===== src/rtl/ipv_pkg.sv =====
// Constants for the interrupt priority and vectoring controller
`default_nettype none

package ipv_pkg;

  // Source count and grouping
  localparam int unsigned NUM_SRC = 14;
  localparam int unsigned NUM_GROUP = 6;
  localparam int unsigned NUM_EXT = 3;
  localparam int unsigned NUM_PC = 8;
  localparam int unsigned NUM_PERIPH = 10;
  localparam int unsigned NUM_LEVEL = 4;

  // Register indices; byte address is four times the index
  localparam logic [7:0] IDX_EDGE_SEL = 8'ha4;
  localparam logic [7:0] IDX_EN_MAIN = 8'ha8;
  localparam logic [7:0] IDX_EN_SECOND = 8'ha9;
  localparam logic [7:0] IDX_EN_THIRD = 8'haa;
  localparam logic [7:0] IDX_PRIO_LO = 8'hb8;
  localparam logic [7:0] IDX_EXT_FLAGS = 8'hc0;
  localparam logic [7:0] IDX_PRIO_HI = 8'hf8;
  localparam logic [7:0] IDX_POWER_CTRL = 8'h87;
  localparam logic [7:0] IDX_PC_ENABLE = 8'hd0;
  localparam logic [7:0] IDX_PC_FLAGS = 8'hd1;
  localparam logic [7:0] IDX_PENDING = 8'hd8;
  localparam logic [7:0] IDX_STATUS = 8'hd9;

  // Reset values
  localparam logic [7:0] RST_BYTE = 8'h00;
  localparam logic [13:0] RST_PEND = 14'h0000;

  // Field layout
  localparam int unsigned GIE_BIT = 7;
  localparam logic [7:0] MASK_EN_MAIN = 8'hbf;
  localparam logic [7:0] MASK_SIX = 8'h3f;
  localparam logic [7:0] MASK_TWO = 8'h03;
  localparam logic [7:0] MASK_EXT_FLAGS = 8'h07;

  // Vector generation: base of the first maskable source, eight bytes apart
  localparam logic [7:0] VEC_BASE = 8'h03;
  localparam int unsigned VEC_SHIFT = 3;

  // Edge select codes
  localparam logic [1:0] EDGE_NONE = 2'h0;
  localparam logic [1:0] EDGE_RISE = 2'h1;
  localparam logic [1:0] EDGE_FALL = 2'h2;
  localparam logic [1:0] EDGE_BOTH = 2'h3;

  // Request sequencer states
  typedef enum logic [0:0] {
    ST_IDLE = 1'b0,
    ST_REQ = 1'b1
  } ipv_state_type;

endpackage : ipv_pkg

`default_nettype wire


===== src/rtl/ipv_ctrl.sv =====
// Interrupt controller: masking, four-level priority, nesting and vector generation
//
// Contract
// - Fourteen maskable sources, vectors from 03h upward in eight byte steps.
// - A served request makes the core perform a long call to its vector.
// - Accept only when global enable and the source enable are both one.
// - Request flag sets on request, holds until accepted, clears on service.
// - Latched request stays until accepted, reset, or cleared by software.
// - Sample at last instruction cycle; accepted request replaces next fetch.
// - Low vector byte decided at detection; core acknowledges next first cycle.
// - Entry into the service routine takes 3 to 9 machine cycles.
// - Return from service ends that level so waiting requests may proceed.
// - Each group is set to one of four levels, 3 highest.
// - Simultaneous requests of different levels: higher level served first.
// - Running routine preempted only by a strictly higher level.
// - Same level ties go to the lower source number.
// - Any enabled pending source raises wakeup regardless of level.
// - Acceptance held off during writes to enable, priority, power registers.
// - External pins select rising, falling or both; reset means none.
// - External flag set on selected edge, cleared on service or write zero.
// - Pin change port requests on both edges, per pin enable and flag.
// - Third enable: interval timer bit 1, watchdog bit 0.
// - Both priority registers reset to zero, lowest level.
// - Group k level from bit k of both priority registers.
// - High register bit is level MSB, low register bit is LSB.
// - Edge code 00 none, 01 rising, 10 falling, 11 both.
// - Global enable clears on vector jump, sets on return from service.
`timescale 1ns/100ps
`default_nettype none

module ipv_ctrl (
  input wire logic i_clk,
  input wire logic i_resetn,
  // APB slave
  input wire logic i_psel,
  input wire logic i_penable,
  input wire logic i_pwrite,
  input wire logic [11:0] i_paddr,
  input wire logic [31:0] i_pwdata,
  output logic [31:0] o_prdata,
  output logic o_pready,
  output logic o_pslverr,
  // Pins and peripheral requests
  input wire logic [ipv_pkg::NUM_EXT-1:0] i_ext_pin,
  input wire logic [ipv_pkg::NUM_PC-1:0] i_pc_pin,
  input wire logic [ipv_pkg::NUM_PERIPH-1:0] i_periph_req,
  // Core sequencer
  input wire logic i_instr_last,
  input wire logic i_ack,
  input wire logic i_svc_return,
  output logic o_int_req,
  output logic [7:0] o_vector_low,
  output logic o_long_call,
  output logic o_wakeup
);
  import ipv_pkg::*;

  // Registers
  logic [7:0] edge_sel, en_main, en_second, en_third, prio_lo, prio_hi;
  logic [7:0] power_ctrl, pc_enable, pc_flags;
  logic [NUM_SRC-1:0] pend;
  logic [NUM_LEVEL-1:0] in_service;
  logic [3:0] sel;
  ipv_state_type state;
  logic [NUM_EXT+NUM_PC-1:0] sync1, sync2, sync3, filt;
  logic [7:0] next_edge_sel, next_en_main, next_en_second, next_en_third;
  logic [7:0] next_prio_lo, next_prio_hi, next_power_ctrl, next_pc_enable, next_pc_flags;
  logic [NUM_SRC-1:0] next_pend;
  logic [NUM_LEVEL-1:0] next_in_service;
  logic [3:0] next_sel;
  ipv_state_type next_state;
  logic [NUM_EXT+NUM_PC-1:0] next_filt;
  logic [31:0] next_prdata;
  logic next_pready, next_pslverr, next_int_req, next_long_call, next_wakeup;
  logic [7:0] next_vector_low;

  // Decoded bus terms
  logic [7:0] idx;
  logic setup, wr_done, hit;
  logic [7:0] wbyte, rbyte;
  logic cfg_write;

  // Request terms
  logic [NUM_EXT+NUM_PC-1:0] rise, fall;
  logic [NUM_EXT-1:0] ext_req;
  logic [NUM_PC-1:0] pc_ev;
  logic [NUM_SRC-1:0] req_vec, en_vec, elig;
  logic [1:0] lvl [NUM_SRC];
  logic [1:0] top_lvl, best_lvl;
  logic any_isr, found;
  logic [3:0] best_src;
  logic [NUM_LEVEL-1:0] top_onehot;

  // Bus decode; zero wait, so pready rises on the first access cycle
  assign idx = i_paddr[9:2];
  assign setup = i_psel && !i_penable;
  assign wr_done = i_psel && i_penable && o_pready && i_pwrite;
  assign wbyte = i_pwdata[7:0];
  assign cfg_write = wr_done && (idx == IDX_EN_MAIN || idx == IDX_EN_SECOND ||
                     idx == IDX_EN_THIRD || idx == IDX_PRIO_LO ||
                     idx == IDX_PRIO_HI || idx == IDX_POWER_CTRL);

  // Edge detect on the filtered pin levels; a change counts once two stages agree
  assign rise = sync2 & sync3 & ~filt;
  assign fall = ~sync2 & ~sync3 & filt;
  assign next_filt = (~(sync2 ^ sync3) & sync2) | ((sync2 ^ sync3) & filt);

  // Per pin edge qualification from the two-bit polarity codes
  genvar gp;
  generate
    for (gp = 0; gp < NUM_EXT; gp++) begin : g_ext
      logic [1:0] code;
      assign code = edge_sel[2*gp +: 2];
      assign ext_req[gp] = ((code == EDGE_RISE || code == EDGE_BOTH) && rise[gp]) ||
                           ((code == EDGE_FALL || code == EDGE_BOTH) && fall[gp]);
    end
  endgenerate

  // Pin change port reacts to either edge on enabled pins
  assign pc_ev = (rise[NUM_EXT +: NUM_PC] | fall[NUM_EXT +: NUM_PC]) & pc_enable;

  assign req_vec = {i_periph_req, |pc_ev, ext_req};
  assign en_vec = {en_third[1:0], en_second[5:0], en_main[5:0]};

  // Group level per source: group is source number modulo six
  genvar gs;
  generate
    for (gs = 0; gs < NUM_SRC; gs++) begin : g_src
      assign lvl[gs] = {prio_hi[gs % NUM_GROUP], prio_lo[gs % NUM_GROUP]};
      assign elig[gs] = pend[gs] && en_vec[gs] && en_main[GIE_BIT] &&
                        (!any_isr || lvl[gs] > top_lvl);
    end
  endgenerate

  // Highest level currently in service
  always_comb begin
    any_isr = |in_service;
    top_lvl = 2'h0;
    top_onehot = '0;
    for (int l = 0; l < NUM_LEVEL; l++) begin
      if (in_service[l]) begin
        top_lvl = 2'(l);
      end
    end
    if (any_isr) begin
      top_onehot[top_lvl] = 1'b1;
    end
  end

  // Scan from the top so that a lower number wins a tie at the same level
  always_comb begin
    found = 1'b0;
    best_lvl = 2'h0;
    best_src = 4'h0;
    for (int n = NUM_SRC - 1; n >= 0; n--) begin
      if (elig[n] && (!found || lvl[n] >= best_lvl)) begin
        found = 1'b1;
        best_lvl = lvl[n];
        best_src = 4'(n);
      end
    end
  end

  // Read mux; unused bits come back as zero
  always_comb begin
    hit = 1'b1;
    rbyte = RST_BYTE;
    case (idx)
      IDX_EDGE_SEL: rbyte = edge_sel;
      IDX_EN_MAIN: rbyte = en_main;
      IDX_EN_SECOND: rbyte = en_second;
      IDX_EN_THIRD: rbyte = en_third;
      IDX_PRIO_LO: rbyte = prio_lo;
      IDX_PRIO_HI: rbyte = prio_hi;
      IDX_EXT_FLAGS: rbyte = {5'h00, pend[NUM_EXT-1:0]};
      IDX_POWER_CTRL: rbyte = power_ctrl;
      IDX_PC_ENABLE: rbyte = pc_enable;
      IDX_PC_FLAGS: rbyte = pc_flags;
      IDX_PENDING: rbyte = 8'hff; // Wide register, handled below
      IDX_STATUS: rbyte = {in_service, sel};
      default: hit = 1'b0;
    endcase
  end

  // Next state of everything software or hardware touches
  always_comb begin
    next_edge_sel = edge_sel;
    next_en_main = en_main;
    next_en_second = en_second;
    next_en_third = en_third;
    next_prio_lo = prio_lo;
    next_prio_hi = prio_hi;
    next_power_ctrl = power_ctrl;
    next_pc_enable = pc_enable;
    next_pc_flags = pc_flags;
    next_pend = pend;
    next_in_service = in_service;
    next_sel = sel;
    next_state = state;
    next_int_req = o_int_req;
    next_vector_low = o_vector_low;
    next_long_call = 1'b0;
    next_pready = 1'b0;
    next_pslverr = 1'b0;
    next_prdata = 32'h0000_0000;

    // Bus answer registered in the setup cycle
    if (setup) begin
      next_pready = 1'b1;
      next_pslverr = !hit;
      if (idx == IDX_PENDING) begin
        next_prdata = {18'h00000, pend};
      end else begin
        next_prdata = {24'h000000, rbyte};
      end
    end

    // Software writes; reserved bits are masked off
    if (wr_done) begin
      case (idx)
        IDX_EDGE_SEL: next_edge_sel = wbyte & MASK_SIX;
        IDX_EN_MAIN: next_en_main = wbyte & MASK_EN_MAIN;
        IDX_EN_SECOND: next_en_second = wbyte & MASK_SIX;
        IDX_EN_THIRD: next_en_third = wbyte & MASK_TWO;
        IDX_PRIO_LO: next_prio_lo = wbyte & MASK_SIX;
        IDX_PRIO_HI: next_prio_hi = wbyte & MASK_SIX;
        IDX_POWER_CTRL: next_power_ctrl = wbyte;
        IDX_PC_ENABLE: next_pc_enable = wbyte;
        IDX_PC_FLAGS: next_pc_flags = pc_flags & wbyte;
        IDX_EXT_FLAGS: next_pend[NUM_EXT-1:0] = pend[NUM_EXT-1:0] & wbyte[NUM_EXT-1:0];
        IDX_PENDING: next_pend = pend & i_pwdata[NUM_SRC-1:0];
        default: next_pend = next_pend;
      endcase
    end

    // Sequencer: sample at the last instruction cycle, wait for acknowledge
    case (state)
      ST_IDLE: begin
        if (i_instr_last && found && !cfg_write) begin
          next_state = ST_REQ;
          next_sel = best_src;
          next_int_req = 1'b1;
          next_vector_low = VEC_BASE + (8'(best_src) << VEC_SHIFT);
        end
      end
      ST_REQ: begin
        if (i_ack) begin
          next_state = ST_IDLE;
          next_int_req = 1'b0;
          next_long_call = 1'b1;
          next_pend[sel] = 1'b0;
          next_in_service[lvl[sel]] = 1'b1;
        end
      end
      default: begin
        next_state = ST_IDLE;
        next_int_req = 1'b0;
      end
    endcase

    // Return ends the deepest level and reopens global enable
    if (i_svc_return) begin
      next_in_service = next_in_service & ~top_onehot;
      next_en_main[GIE_BIT] = 1'b1;
    end
    if (state == ST_REQ && i_ack) begin
      next_en_main[GIE_BIT] = 1'b0;
    end

    // New events set last, so a set beats a clear in the same cycle
    next_pend = next_pend | req_vec;
    next_pc_flags = next_pc_flags | pc_ev;
  end

  // Wakeup ignores levels and global enable; any enabled pending source counts
  assign next_wakeup = |(next_pend & en_vec);

  // Pin synchronisers; first stage feeds only the second
  always_ff @(posedge i_clk or negedge i_resetn) begin
    if (!i_resetn) begin
      sync1 <= '0;
      sync2 <= '0;
      sync3 <= '0;
      filt <= '0;
    end else begin
      sync1 <= {i_pc_pin, i_ext_pin};
      sync2 <= sync1;
      sync3 <= sync2;
      filt <= next_filt;
    end
  end

  // State registers
  always_ff @(posedge i_clk or negedge i_resetn) begin
    if (!i_resetn) begin
      edge_sel <= RST_BYTE;
      en_main <= RST_BYTE;
      en_second <= RST_BYTE;
      en_third <= RST_BYTE;
      prio_lo <= RST_BYTE;
      prio_hi <= RST_BYTE;
      power_ctrl <= RST_BYTE;
      pc_enable <= RST_BYTE;
      pc_flags <= RST_BYTE;
      pend <= RST_PEND;
      in_service <= '0;
      sel <= 4'h0;
      state <= ST_IDLE;
      o_int_req <= 1'b0;
      o_vector_low <= RST_BYTE;
      o_long_call <= 1'b0;
      o_wakeup <= 1'b0;
      o_prdata <= 32'h0000_0000;
      o_pready <= 1'b0;
      o_pslverr <= 1'b0;
    end else begin
      edge_sel <= next_edge_sel;
      en_main <= next_en_main;
      en_second <= next_en_second;
      en_third <= next_en_third;
      prio_lo <= next_prio_lo;
      prio_hi <= next_prio_hi;
      power_ctrl <= next_power_ctrl;
      pc_enable <= next_pc_enable;
      pc_flags <= next_pc_flags;
      pend <= next_pend;
      in_service <= next_in_service;
      sel <= next_sel;
      state <= next_state;
      o_int_req <= next_int_req;
      o_vector_low <= next_vector_low;
      o_long_call <= next_long_call;
      o_wakeup <= next_wakeup;
      o_prdata <= next_prdata;
      o_pready <= next_pready;
      o_pslverr <= next_pslverr;
    end
  end

  // Checks
  a_ack_ends_req: assert property (@(posedge i_clk) disable iff (!i_resetn)
    o_int_req && i_ack |=> !o_int_req && o_long_call)
    else $error("acknowledge did not end request with a long call");

  a_call_drops_gie: assert property (@(posedge i_clk) disable iff (!i_resetn)
    o_long_call |-> !en_main[GIE_BIT])
    else $error("global enable still set after vector jump");

  a_return_sets_gie: assert property (@(posedge i_clk) disable iff (!i_resetn)
    i_svc_return && !(o_int_req && i_ack) |=> en_main[GIE_BIT])
    else $error("return did not restore global enable");

  a_req_on_sample: assert property (@(posedge i_clk) disable iff (!i_resetn)
    $rose(o_int_req) |-> $past(i_instr_last) && $past(en_main[GIE_BIT]))
    else $error("request raised outside last instruction cycle");

  a_vector_value: assert property (@(posedge i_clk) disable iff (!i_resetn)
    $rose(o_int_req) |-> o_vector_low == VEC_BASE + (8'(sel) << VEC_SHIFT) && pend[sel])
    else $error("vector does not match selected pending source");

  a_hold_write: assert property (@(posedge i_clk) disable iff (!i_resetn)
    !o_int_req && cfg_write |=> !o_int_req)
    else $error("request accepted during configuration write");

  a_preempt_level: assert property (@(posedge i_clk) disable iff (!i_resetn)
    $rose(o_int_req) && $past(any_isr) |-> lvl[sel] > $past(top_lvl))
    else $error("preemption by equal or lower level");

  a_ext_flag_set: assert property (@(posedge i_clk) disable iff (!i_resetn)
    ext_req[0] |=> pend[0])
    else $error("external pin flag not set on selected edge");

  a_apb_answer: assert property (@(posedge i_clk) disable iff (!i_resetn)
    setup |=> o_pready ##1 !o_pready)
    else $error("bus answer not exactly one cycle after setup");

endmodule // ipv_ctrl

`default_nettype wire


===== config.mk =====
export PLATFORM = sky130hd
export DESIGN_NAME = ipv_ctrl
export DESIGN_NICKNAME = d
export VERILOG_FILES = /design/src/rtl/ipv_pkg.sv /design/src/rtl/ipv_ctrl.sv
export SDC_FILE = /design/constraint.sdc
export NUM_CORES = 1
export LEC_CHECK = 0
export ABC_AREA = 1
export BUFFER_PORTS_ARGS = -buffer_cell sky130_fd_sc_hd__buf_2
export CORE_MARGIN = 8
export CORE_UTILIZATION = 30
export CTS_CLUSTER_SIZE = 25
export DETAILED_ROUTE_END_ITERATION = 12
export PLACE_DENSITY_LB_ADDON = 0.15
export SLEW_MARGIN = 20
export SYNTH_ARGS = -nofsm -noshare
export SYNTH_HDL_FRONTEND = slang
export SYNTH_SLANG_ARGS = --single-unit

===== constraint.sdc =====
create_clock -name i_clk -period 17 [get_ports i_clk]
set_clock_uncertainty 0.15 [all_clocks]
set_input_delay 3.4 -clock i_clk [delete_from_list [all_inputs] [get_ports i_clk]]
set_output_delay 3.4 -clock i_clk [all_outputs]
set_load 0.03 [all_outputs]

==> flow_summary.json, run 1 <==
{
  "worst_pin_slew_ps": 1135,
  "synth_top_family_by_area": "simple AND/OR/NAND/NOR gates",
  "syn_area_um2": 8233,
  "fillCellCount": 2838,
  "clock_path_buffers": 2,
  "critical_path.endpoint_type": "flop",
  "dp_cells": 1413,
  "cp-start-kind": "flop",
  "cp_num_cells": 116,
  "multiInputGateArea_um2": 3866,
  "nets": 1219,
  "fin_crit_ps": 14470,
  "area_delta_synth_final_pct": 16.57,
  "required_ps": 17200,
  "synth_compound_area_frac": 0.1527,
  "die_w_um": 181.7,
  "async_flop_share": 1.000,
  "synthMuxAreaShare": 0.002736,
  "postRouteAntennaNets": 0,
  "post-cts-setup-buffers": 0,
  "synth_simple_gate_area_frac": 0.2228,
  "vias_per_cell": 4.868,
  "critPathMaxStageDelay_ps": 400,
  "ys_warn_count": 0,
  "hold_viol_final": 0,
  "hp-class": "reg -> reg",
  "grt_first_pass_wirelength_mm": 42.01,
  "die_area_um2": 33000,
  "critPathTopFamily": "simple AND/OR/NAND/NOR gates",
  "antennaDiodeCount": 0,
  "gp_congestion": 0.9210,
  "syn-instance-count": 1005,
  "power_density_nw_per_um2": 102.7,
  "avgSynthCellArea_um2": 8.192,
  "core-area_um2": 26950,
  "cts_tree": "done",
  "synthFlopType": "dfrtp_1",
  "hpwl_mm": 20.64,
  "worstRegToRegCells": 116,
  "period_share": 0.8514,
  "grt_use_total": 0.1647,
  "drive_above_1_share": 0.1557,
  "clkLatencyLatePin_ps": 430,
  "critPathMostFrequentCell": "nand2_1",
  "synthXorXnorAreaFrac": 0,
  "max_cap_violations": 0,
  "initial_core_util": 0.3055,
  "cp.buffers_inverters": 20,
  "instances_no_fill": 1446,
  "finalSetupViolations": 0,
  "p_leak_uw": 0.004899,
  "synth_edf_count": 0,
  "h-tree-depth": 4,
  "min_path_cells": 0,
  "outcome": "completed",
  "grt.overflow.total": 0,
  "ys_ff_latch": 144,
  "root_buffer": "clkbuf_16",
  "max_freq_mhz": 69.09,
  "drtIter0Drc": 563,
  "grt_max_degree": 77,
  "seqCellArea_um2": 3603,
  "cts_buffers": 17,
  "grt_pass1_vias": 7094,
  "port_buffers": 75,
  "totalWireLength_mm": 26.49,
  "synth.distinct_cells": 46,
  "crit_type": "reg -> reg",
  "ir_drop_uv": 57.42,
  "cts.repair.resized": 0,
  "die_h_um": 181.7,
  "cts_hold_buf": 0,
  "tns_ps": 0,
  "ios": 118,
  "path_clk_slew_ps": 80,
  "ys_seq_area_frac": 0.4377,
  "vias": 7039,
  "clock-sinks": 144,
  "rsz0062_at_grt": "no",
  "drc": 0,
  "routedWlPerCell_um": 18.32,
  "max-slew-margin-rel": 0.2377,
  "path_max_fanout": 7,
  "antenna_found_initial": 0,
  "cp.arrival_ps": 14680,
  "drt-pass1-iter-count": 5,
  "num_rows": 60,
  "slew_violations": 0,
  "slowest_stage": "dfrtp_1",
  "synthAdderAreaFrac": 0.08207
}
==> metrics by stage <==
step                utilization  area, um2  power, uW  hold slack, ps  setup WS [ps]
global placement         0.3322       8952      608.3           181.1           2517
finish                   0.3561       9597      985.9           201.1           2526
global route             0.3561       9597       1040           209.4          688.2
floorplan                     -       8304      533.5           181.2           3934
detailed placement       0.3322       8952      606.9           185.6           2520
CTS                      0.3551       9569      996.0           203.0           2443
==> area by class of cell <==
cell class | instances | share of cell area
Multi-Input combinational cell | 681 | 0.4029
Clock buffer | 17 | 0.04433
Tap cell | 341 | 0.04446
Inverter | 165 | 0.06480
Timing Repair Buffer | 83 | 0.04811
Clock inverter | 15 | 0.01995
Sequential cell | 144 | 0.3755
==> registers in the layout, indices dropped and copies added (netlist names), 2 cells and up, named ones only <==
| name | flops |
|---|---|
| pc_enable | 8 |
| pend | 14 |
| en_third | 2 |
| in_service | 4 |
| sel | 4 |
| sync3 | 11 |
| sync1 | 11 |
| en_second | 6 |
| pc_flags | 8 |
| sync2 | 11 |
| prio_lo | 6 |
| power_ctrl | 8 |
| o_prdata | 14 |
| edge_sel | 6 |
| prio_hi | 6 |
| en_main | 7 |
==> power breakdown <==
part	total, uW	internal (uW)	leakage, uW	switching [uW]
Combinational	212	62.2	0.00284	149
Clock	383	200	0.000297	183
Sequential	391	364	0.00176	27.6
==> synthesized netlist by cell type, types with 6 or more instances <==
| library cell | instances | share of area |
|---|---|---|
| nor2_1 | 63 | 0.029 |
| a221oi_1 | 16 | 0.017 |
| o211ai_1 | 8 | 0.0073 |
| o22ai_1 | 6 | 0.0046 |
| nand2_1 | 207 | 0.094 |
| nand2_2 | 24 | 0.018 |
| nor3_1 | 14 | 0.0085 |
| nand3_1 | 36 | 0.022 |
| nand2_4 | 9 | 0.012 |
| buf_4 | 21 | 0.019 |
| inv_1 | 161 | 0.073 |
| o21bai_1 | 8 | 0.0073 |
| o21ai_0 | 112 | 0.068 |
| a22o_1 | 6 | 0.0064 |
| nand4_1 | 12 | 0.0091 |
| nand3_2 | 11 | 0.013 |
| dfrtp_1 | 144 | 0.44 |
| a21oi_1 | 35 | 0.021 |
| clkbuf_1 | 12 | 0.0055 |
| ha_1 | 54 | 0.082 |
==> cells by family (layout without fill, tap and decap cells) <==
logic type / Yosys count / count (layout)
multiplexers: 2 / 2
AND/OR/NAND/NOR: 392 / 392
buffers and inverters: 199 / 280
AO/OA/AOI/OAI: 213 / 213
flip-flops: 144 / 144
other: 1 / 20
adder cells (fa/ha/maj): 54 / 54
==> layer usage <==
layer | GRT usage | share of wire | up-vias
met5 | 0 | 0 | -
met4 | 0.05838 | 0.027 | 0
met3 | 0.02814 | 0.049 | 37
met2 | 0.2655 | 0.47 | 182
met1 | 0.2193 | 0.46 | 3370
li1 | - | - | 3450
==> final timing paths <==
| kind | slack (ps) | startpoint | to |
|---|---|---|---|
| hold reg to reg | 200 | sync1[8] | sync2[8] |
| setup / recovery | 2530 | in_service[3] | sel[3] |
| max in group asynchronous | 12780 | i_resetn | en_second[0] |
| setup reg to reg | 2530 | in_service[3] | sel[3] |
| min in group asynchronous | 2800 | i_resetn | sync1[9] |
| hold / removal | 200 | sync1[8] | sync2[8] |
==> layout by cell type (no fill, tap or decap), types with 9 or more instances in the layout <==
cell         n
a221oi_1    16
conb_1      20
nand2_4      9
nand4_1     12
nand3_1     36
dfrtp_1    144
nand3_2     11
a21oi_1     35
ha_1        54
clkbuf_16   17
inv_1      161
nand2_2     24
nor2_1      63
o21ai_0    112
nor3_1      14
buf_2       74
nand2_1    207
Power figures use the tool's default switching activity.
==> run 2, diff against run 1 <==
--- a/config.mk
+++ b/config.mk
@@ -7,7 +7,7 @@
 export LEC_CHECK = 0
 export ABC_AREA = 1
 export BUFFER_PORTS_ARGS = -buffer_cell sky130_fd_sc_hd__buf_2
-export CORE_MARGIN = 8
+export CORE_MARGIN = 4
 export CORE_UTILIZATION = 30
 export CTS_CLUSTER_SIZE = 25
 export DETAILED_ROUTE_END_ITERATION = 12
==> run 2 against run 1 <==
Effect of this change:
- critical path depth is 1 higher
- power decreased by 0.40%
- count of clock-buffer cells in the layout did not move
- combinational power barely moved
- first-iteration DRC count increased by 0.18%
- setup slack got worse by 160 ps
- non-clock buffer count is 1 lower
- hold slack worse by 1.4 ps
- clock power about the same
- sequential cell count stayed put
==> flow_summary.json, run 2 (synthesis results as in run 1) <==
{
  "p_int_uw": 624.9,
  "num_rows": 60,
  "path_max_fanout": 7,
  "combPwrFrac": 0.215,
  "postRouteAntennaNets": 0,
  "antennaDiodeCount": 0,
  "grt_pass1_vias": 6839,
  "rsz0062_at_grt": "no",
  "vias_per_cell": 4.891,
  "p_leak_uw": 0.004885,
  "die_area_um2": 30160,
  "die_h_um": 173.7,
  "post-cts-setup-buffers": 0,
  "path_clk_slew_ps": 80,
  "grt_use_total": 0.1740,
  "drive_above_1_share": 0.1549,
  "drtIter0Drc": 564,
  "cts_hold_buf": 0,
  "critPathMaxStageDelay_ps": 410,
  "root_buffer": "clkbuf_16",
  "top_regs": "o_prdata (14), pend (14)",
  "h-tree-depth": 4,
  "outcome": "completed",
  "cp-start-kind": "flop",
  "initial_core_util": 0.3055,
  "p_sw_frac": 0.3636,
  "crit_type": "reg -> reg",
  "power_density_nw_per_um2": 102.7,
  "finalInstanceArea_um2": 9564,
  "rrSetupSlack_ps": 2370,
  "clock-sinks": 144,
  "top_layer_used": "met4",
  "port_buffers": 75,
  "tns_ps": 0,
  "netSwitchingPower_uw": 357.1,
  "final_common_cell": "nand2_1",
  "critPathMostFrequentCell": "nand2_1",
  "grt_first_pass_wirelength_mm": 40.32,
  "antenna_found_initial": 0,
  "drt-pass1-iter-count": 5,
  "ios": 118,
  "slew_violations": 0,
  "worst_pin_slew_ps": 1193,
  "routedWlPerCell_um": 18.11,
  "nets": 1218,
  "power_frac_seq": 0.398,
  "p_clk_frac": 0.387,
  "grt.overflow.total": 0,
  "fin_crit_ps": 14630,
  "fillCellCount": 2817,
  "clkLatencyLatePin_ps": 430,
  "max_freq_mhz": 68.34,
  "critical_path.endpoint_type": "flop",
  "area_delta_synth_final_pct": 16.17,
  "totalWireLength_mm": 26.18,
  "hp-class": "reg -> reg",
  "required_ps": 17200,
  "cp.arrival_ps": 14830,
  "gp_congestion": 0.9343,
  "grt_max_degree": 74,
  "met2_length_mm": 11.94,
  "period_share": 0.8607,
  "max_cap_violations": 0,
  "cts_buffers": 17,
  "ir_drop_uv": 48.55,
  "clock_path_buffers": 2,
  "drt-met1-wl_mm": 11.95,
  "final_cell_mix": "nand2_1, inv_1, dfrtp_1, o21ai_0, buf_2",
  "cts.repair.resized": 0,
  "hpwl_mm": 20.30,
  "finalSetupViolations": 0,
  "core-area_um2": 26950,
  "max-slew-margin-rel": 0.1986,
  "drc": 0,
  "post_dp_cell_area_um2": 8952,
  "vias": 7067,
  "cts_tree": "done",
  "hold_viol_final": 0,
  "wl_met3_mm": 1.549,
  "slowest_stage": "dfrtp_1",
  "die_w_um": 173.7
}
run 2: routing by layer:
| layer | vias to the layer above | GRT usage |
|---|---|---|
| li1 | 3454 | - |
| met2 | 231 | 0.2804 |
| met1 | 3346 | 0.2327 |
| met5 | - | 0 |
| met3 | 36 | 0.03948 |
| met4 | 0 | 0.05708 |
run 2: worst paths after layout:
| kind | startpoint | to | cells past startpoint |
|---|---|---|---|
| max reg2reg | in_service[3] | sel[3] | 117 |
| max in group asynchronous | i_resetn | pend[3] | 2 |
| max | in_service[3] | sel[3] | 117 |
| min in group asynchronous | i_resetn | sync1[8] | 1 |
| min | sync1[6] | sync2[6] | 0 |
| min reg2reg | sync1[6] | sync2[6] | 0 |
run 2: worst max-delay path: cells and delay by family (launching register included):
kind / cells / cell delay [ps]
buffers and inverters: 19 / 1490
DFF: 1 / 410
and+or+nand+nor: 56 / 5020
AOI/OAI and AO/OA: 28 / 3580
adders and majority gates: 14 / 3880
run 2: final cells by class:
| cell class | count | area (um2) | share of cell area |
|---|---|---|---|
| Multi-Input combinational cell | 681 | 3866 | 0.4042 |
| Sequential cell | 144 | 3603 | 0.3768 |
| Inverter | 165 | 621.8 | 0.06502 |
| Timing Repair Buffer | 82 | 434.2 | 0.04540 |
| Tap cell | 341 | 426.7 | 0.04461 |
| Clock buffer | 17 | 425.4 | 0.04448 |
| Clock inverter | 15 | 186.4 | 0.01949 |
run 2: metrics by stage:
| stage | worst slack (ps) | instances | hold WS, ps | total power [uW] | utilization |
|---|---|---|---|---|---|
| CTS | 2337 | 1445 | 202.5 | 993.1 | 0.3549 |
| detailed placement | 2440 | 1413 | 185.6 | 608.0 | 0.3322 |
| global route | 948.6 | 1445 | 210.1 | 1039 | 0.3549 |
| global placement | 2440 | 1413 | 182.6 | 607.7 | 0.3322 |
| floorplan | 3934 | 1024 | 181.2 | 533.5 | - |
| finish | 2367 | 1445 | 199.7 | 981.9 | 0.3549 |
run 2: power groups by stage:
stage | clock [uW] | combinational (uW) | sequential [uW]
after detailed placement | 0 | 211 | 397
after floorplan | 0 | 141 | 392
after global placement | 0 | 211 | 397
final | 380 | 211 | 391
after global routing | 408 | 237 | 394
after CTS | 390 | 212 | 391
==> run 3, diff against run 2 <==
--- a/config.mk
+++ b/config.mk
@@ -7,6 +7,7 @@
 export LEC_CHECK = 0
 export ABC_AREA = 1
 export BUFFER_PORTS_ARGS = -buffer_cell sky130_fd_sc_hd__buf_2
+export CAP_MARGIN = 20
 export CORE_MARGIN = 4
 export CORE_UTILIZATION = 30
 export CTS_CLUSTER_SIZE = 25
==> constraint.sdc (replaced) <==
create_clock -name i_clk -period 16.3 [get_ports i_clk]
set_clock_uncertainty 0.15 [all_clocks]
set_input_delay 3.26 -clock i_clk [delete_from_list [all_inputs] [get_ports i_clk]]
set_output_delay 3.26 -clock i_clk [all_outputs]
set_load 0.03 [all_outputs]
==> run 3 against run 2 <==
Effect of this change:
- register-to-register slack got worse by 620 ps
- sequential power increased by 4%
- via count shrank 0.67%
- largest cell class unchanged
- highest routed layer unchanged
- wire length rose by 0.34%
- final cell count hardly changed
- global-route usage is 0.064 points higher
- critical endpoint unchanged
- count of clock-buffer cells in the layout unchanged
- first-iteration DRC count shrank 1.8%
- combinational power increased by 5%
- sequential cell count did not move
- largest power group unchanged
- hold slack about the same
==> flow_summary.json, run 3 (synthesis results as in run 1) <==
{
  "path_clk_slew_ps": 70,
  "critPathMaxStageDelay_ps": 410,
  "fillCellCount": 2864,
  "worst_pin_slew_ps": 1152,
  "slowest_stage": "dfrtp_1",
  "h-tree-depth": 4,
  "die_h_um": 173.7,
  "drtIter0Drc": 554,
  "grt_first_pass_wirelength_mm": 40.47,
  "slew_violations": 0,
  "postRouteAntennaNets": 0,
  "instances_no_fill": 1446,
  "min_from": "sync1[4]",
  "gp_congestion": 0.9326,
  "rrSetupSlack_ps": 1740,
  "grt_use_total": 0.1746,
  "tns_ps": 0,
  "drt-pass1-iter-count": 5,
  "max_cap_violations": 0,
  "hp-class": "reg -> reg",
  "max-slew-margin-rel": 0.2258,
  "vias": 7020,
  "r2r-start": "in_service[3]",
  "crit_type": "reg -> reg",
  "antenna_found_initial": 0,
  "cts_tree": "done",
  "antennaDiodeCount": 0,
  "die_area_um2": 30160,
  "path_max_fanout": 7,
  "area_delta_synth_final_pct": 16.43,
  "rsz0062_at_grt": "no",
  "p_leak_uw": 0.004892,
  "critPathMostFrequentCell": "nand2_1",
  "worstRegToRegCells": 117,
  "finalSetupViolations": 0,
  "totalWireLength_mm": 26.27,
  "root_buffer": "clkbuf_16",
  "grt_max_degree": 74,
  "cts_buffers": 17,
  "outcome": "completed",
  "nets": 1219,
  "clkLatencyLatePin_ps": 430,
  "cp-start-kind": "flop",
  "core-area_um2": 26950,
  "cp.arrival_ps": 14750,
  "fin_crit_ps": 14560,
  "grt.overflow.total": 0,
  "ios": 118,
  "routedWlPerCell_um": 18.16,
  "hpwl_mm": 20.39,
  "clock_path_buffers": 2,
  "post-cts-setup-buffers": 0,
  "r2r_end": "sel[3]",
  "final_common_cell": "nand2_1",
  "ir_drop_uv": 63.12,
  "required_ps": 16500,
  "critical_path.endpoint_type": "flop",
  "die_w_um": 173.7,
  "clock-sinks": 144,
  "drc": 0,
  "num_rows": 60,
  "power_density_nw_per_um2": 107.3,
  "final_cell_mix": "nand2_1, inv_1, dfrtp_1, o21ai_0, buf_2",
  "period_share": 0.8930,
  "hold_end": "sync2[4]",
  "drive_above_1_share": 0.1557,
  "dp_cells": 1413,
  "hold_viol_final": 0,
  "max_freq_mhz": 68.70,
  "grt_pass1_vias": 6794,
  "whs_ps": 199.3,
  "port_buffers": 75,
  "vias_per_cell": 4.855,
  "cts.repair.resized": 0,
  "cts_hold_buf": 0,
  "top_regs": "o_prdata (14), pend (14)",
  "min_path_cells": 0,
  "initial_core_util": 0.3055
}
==> run 3: cell count changes in the layout (fill, tap and decap cells not counted), sizes merged <==
cell and delta:
buf +1, clkinvlp +1, clkinv -1
==> run 3: cell type report <==
| cell class | count | area [um2] | area share |
|---|---|---|---|
| multi-input combinational | 681 | 3866 | 0.4033 |
| sequential | 144 | 3603 | 0.3759 |
| inverter | 165 | 621.8 | 0.06487 |
| timing repair buffer | 83 | 454.2 | 0.04738 |
| tap | 341 | 426.7 | 0.04451 |
| clock buffer | 17 | 425.4 | 0.04438 |
| clock inverter | 15 | 187.7 | 0.01958 |
==> run 3: how the worst max path moves through the flow <==
stage | startpoint | end | slack (ps) | cells past startpoint
after detailed placement | in_service[3] | sel[3] | 1730 | 117
after global routing | in_service[3] | sel[3] | 40 | 119
after CTS | in_service[3] | sel[3] | 1650 | 117
after floorplan | in_service[2] | sel[3] | 3230 | 115
after global placement | in_service[3] | sel[3] | 1740 | 117
final | in_service[3] | sel[3] | 1740 | 117
==> run 3: metal layers <==
metal,GRT usage,routed length (um),up-vias
met5,0,0,-
met4,0.05609,617,0
met3,0.02835,1435,25
met2,0.2870,12230,202
met1,0.2364,11990,3343
li1,-,-,3450
==> run 3: worst max-delay path, delay by kind of cell (launching register included) <==
family / cells / cell delay, ps
adders and majority gates: 14 / 3870
DFF: 1 / 410
buffers and inverters: 19 / 1470
and+or+nand+nor: 56 / 4970
AOI/OAI and AO/OA: 28 / 3550
==> run 3: per-stage QoR <==
step	area, um2	power, uW	utilization	setup WS [ps]
floorplan	8304	556.4	-	3234
finish	9585	1028	0.3557	1744
global placement	8952	633.8	0.3322	1742
CTS	9565	1036	0.3549	1648
global route	9585	1082	0.3557	40.43
detailed placement	8952	634.7	0.3322	1733
==> run 3: where the power goes <==
| group | switching [uW] | leakage, uW | internal, uW |
|---|---|---|---|
| Clock | 190 | 0.000294 | 208 |
| Sequential | 28.4 | 0.00176 | 379 |
| Combinational | 158 | 0.00284 | 64.7 |
| Total | 376 | 0.00489 | 653 |
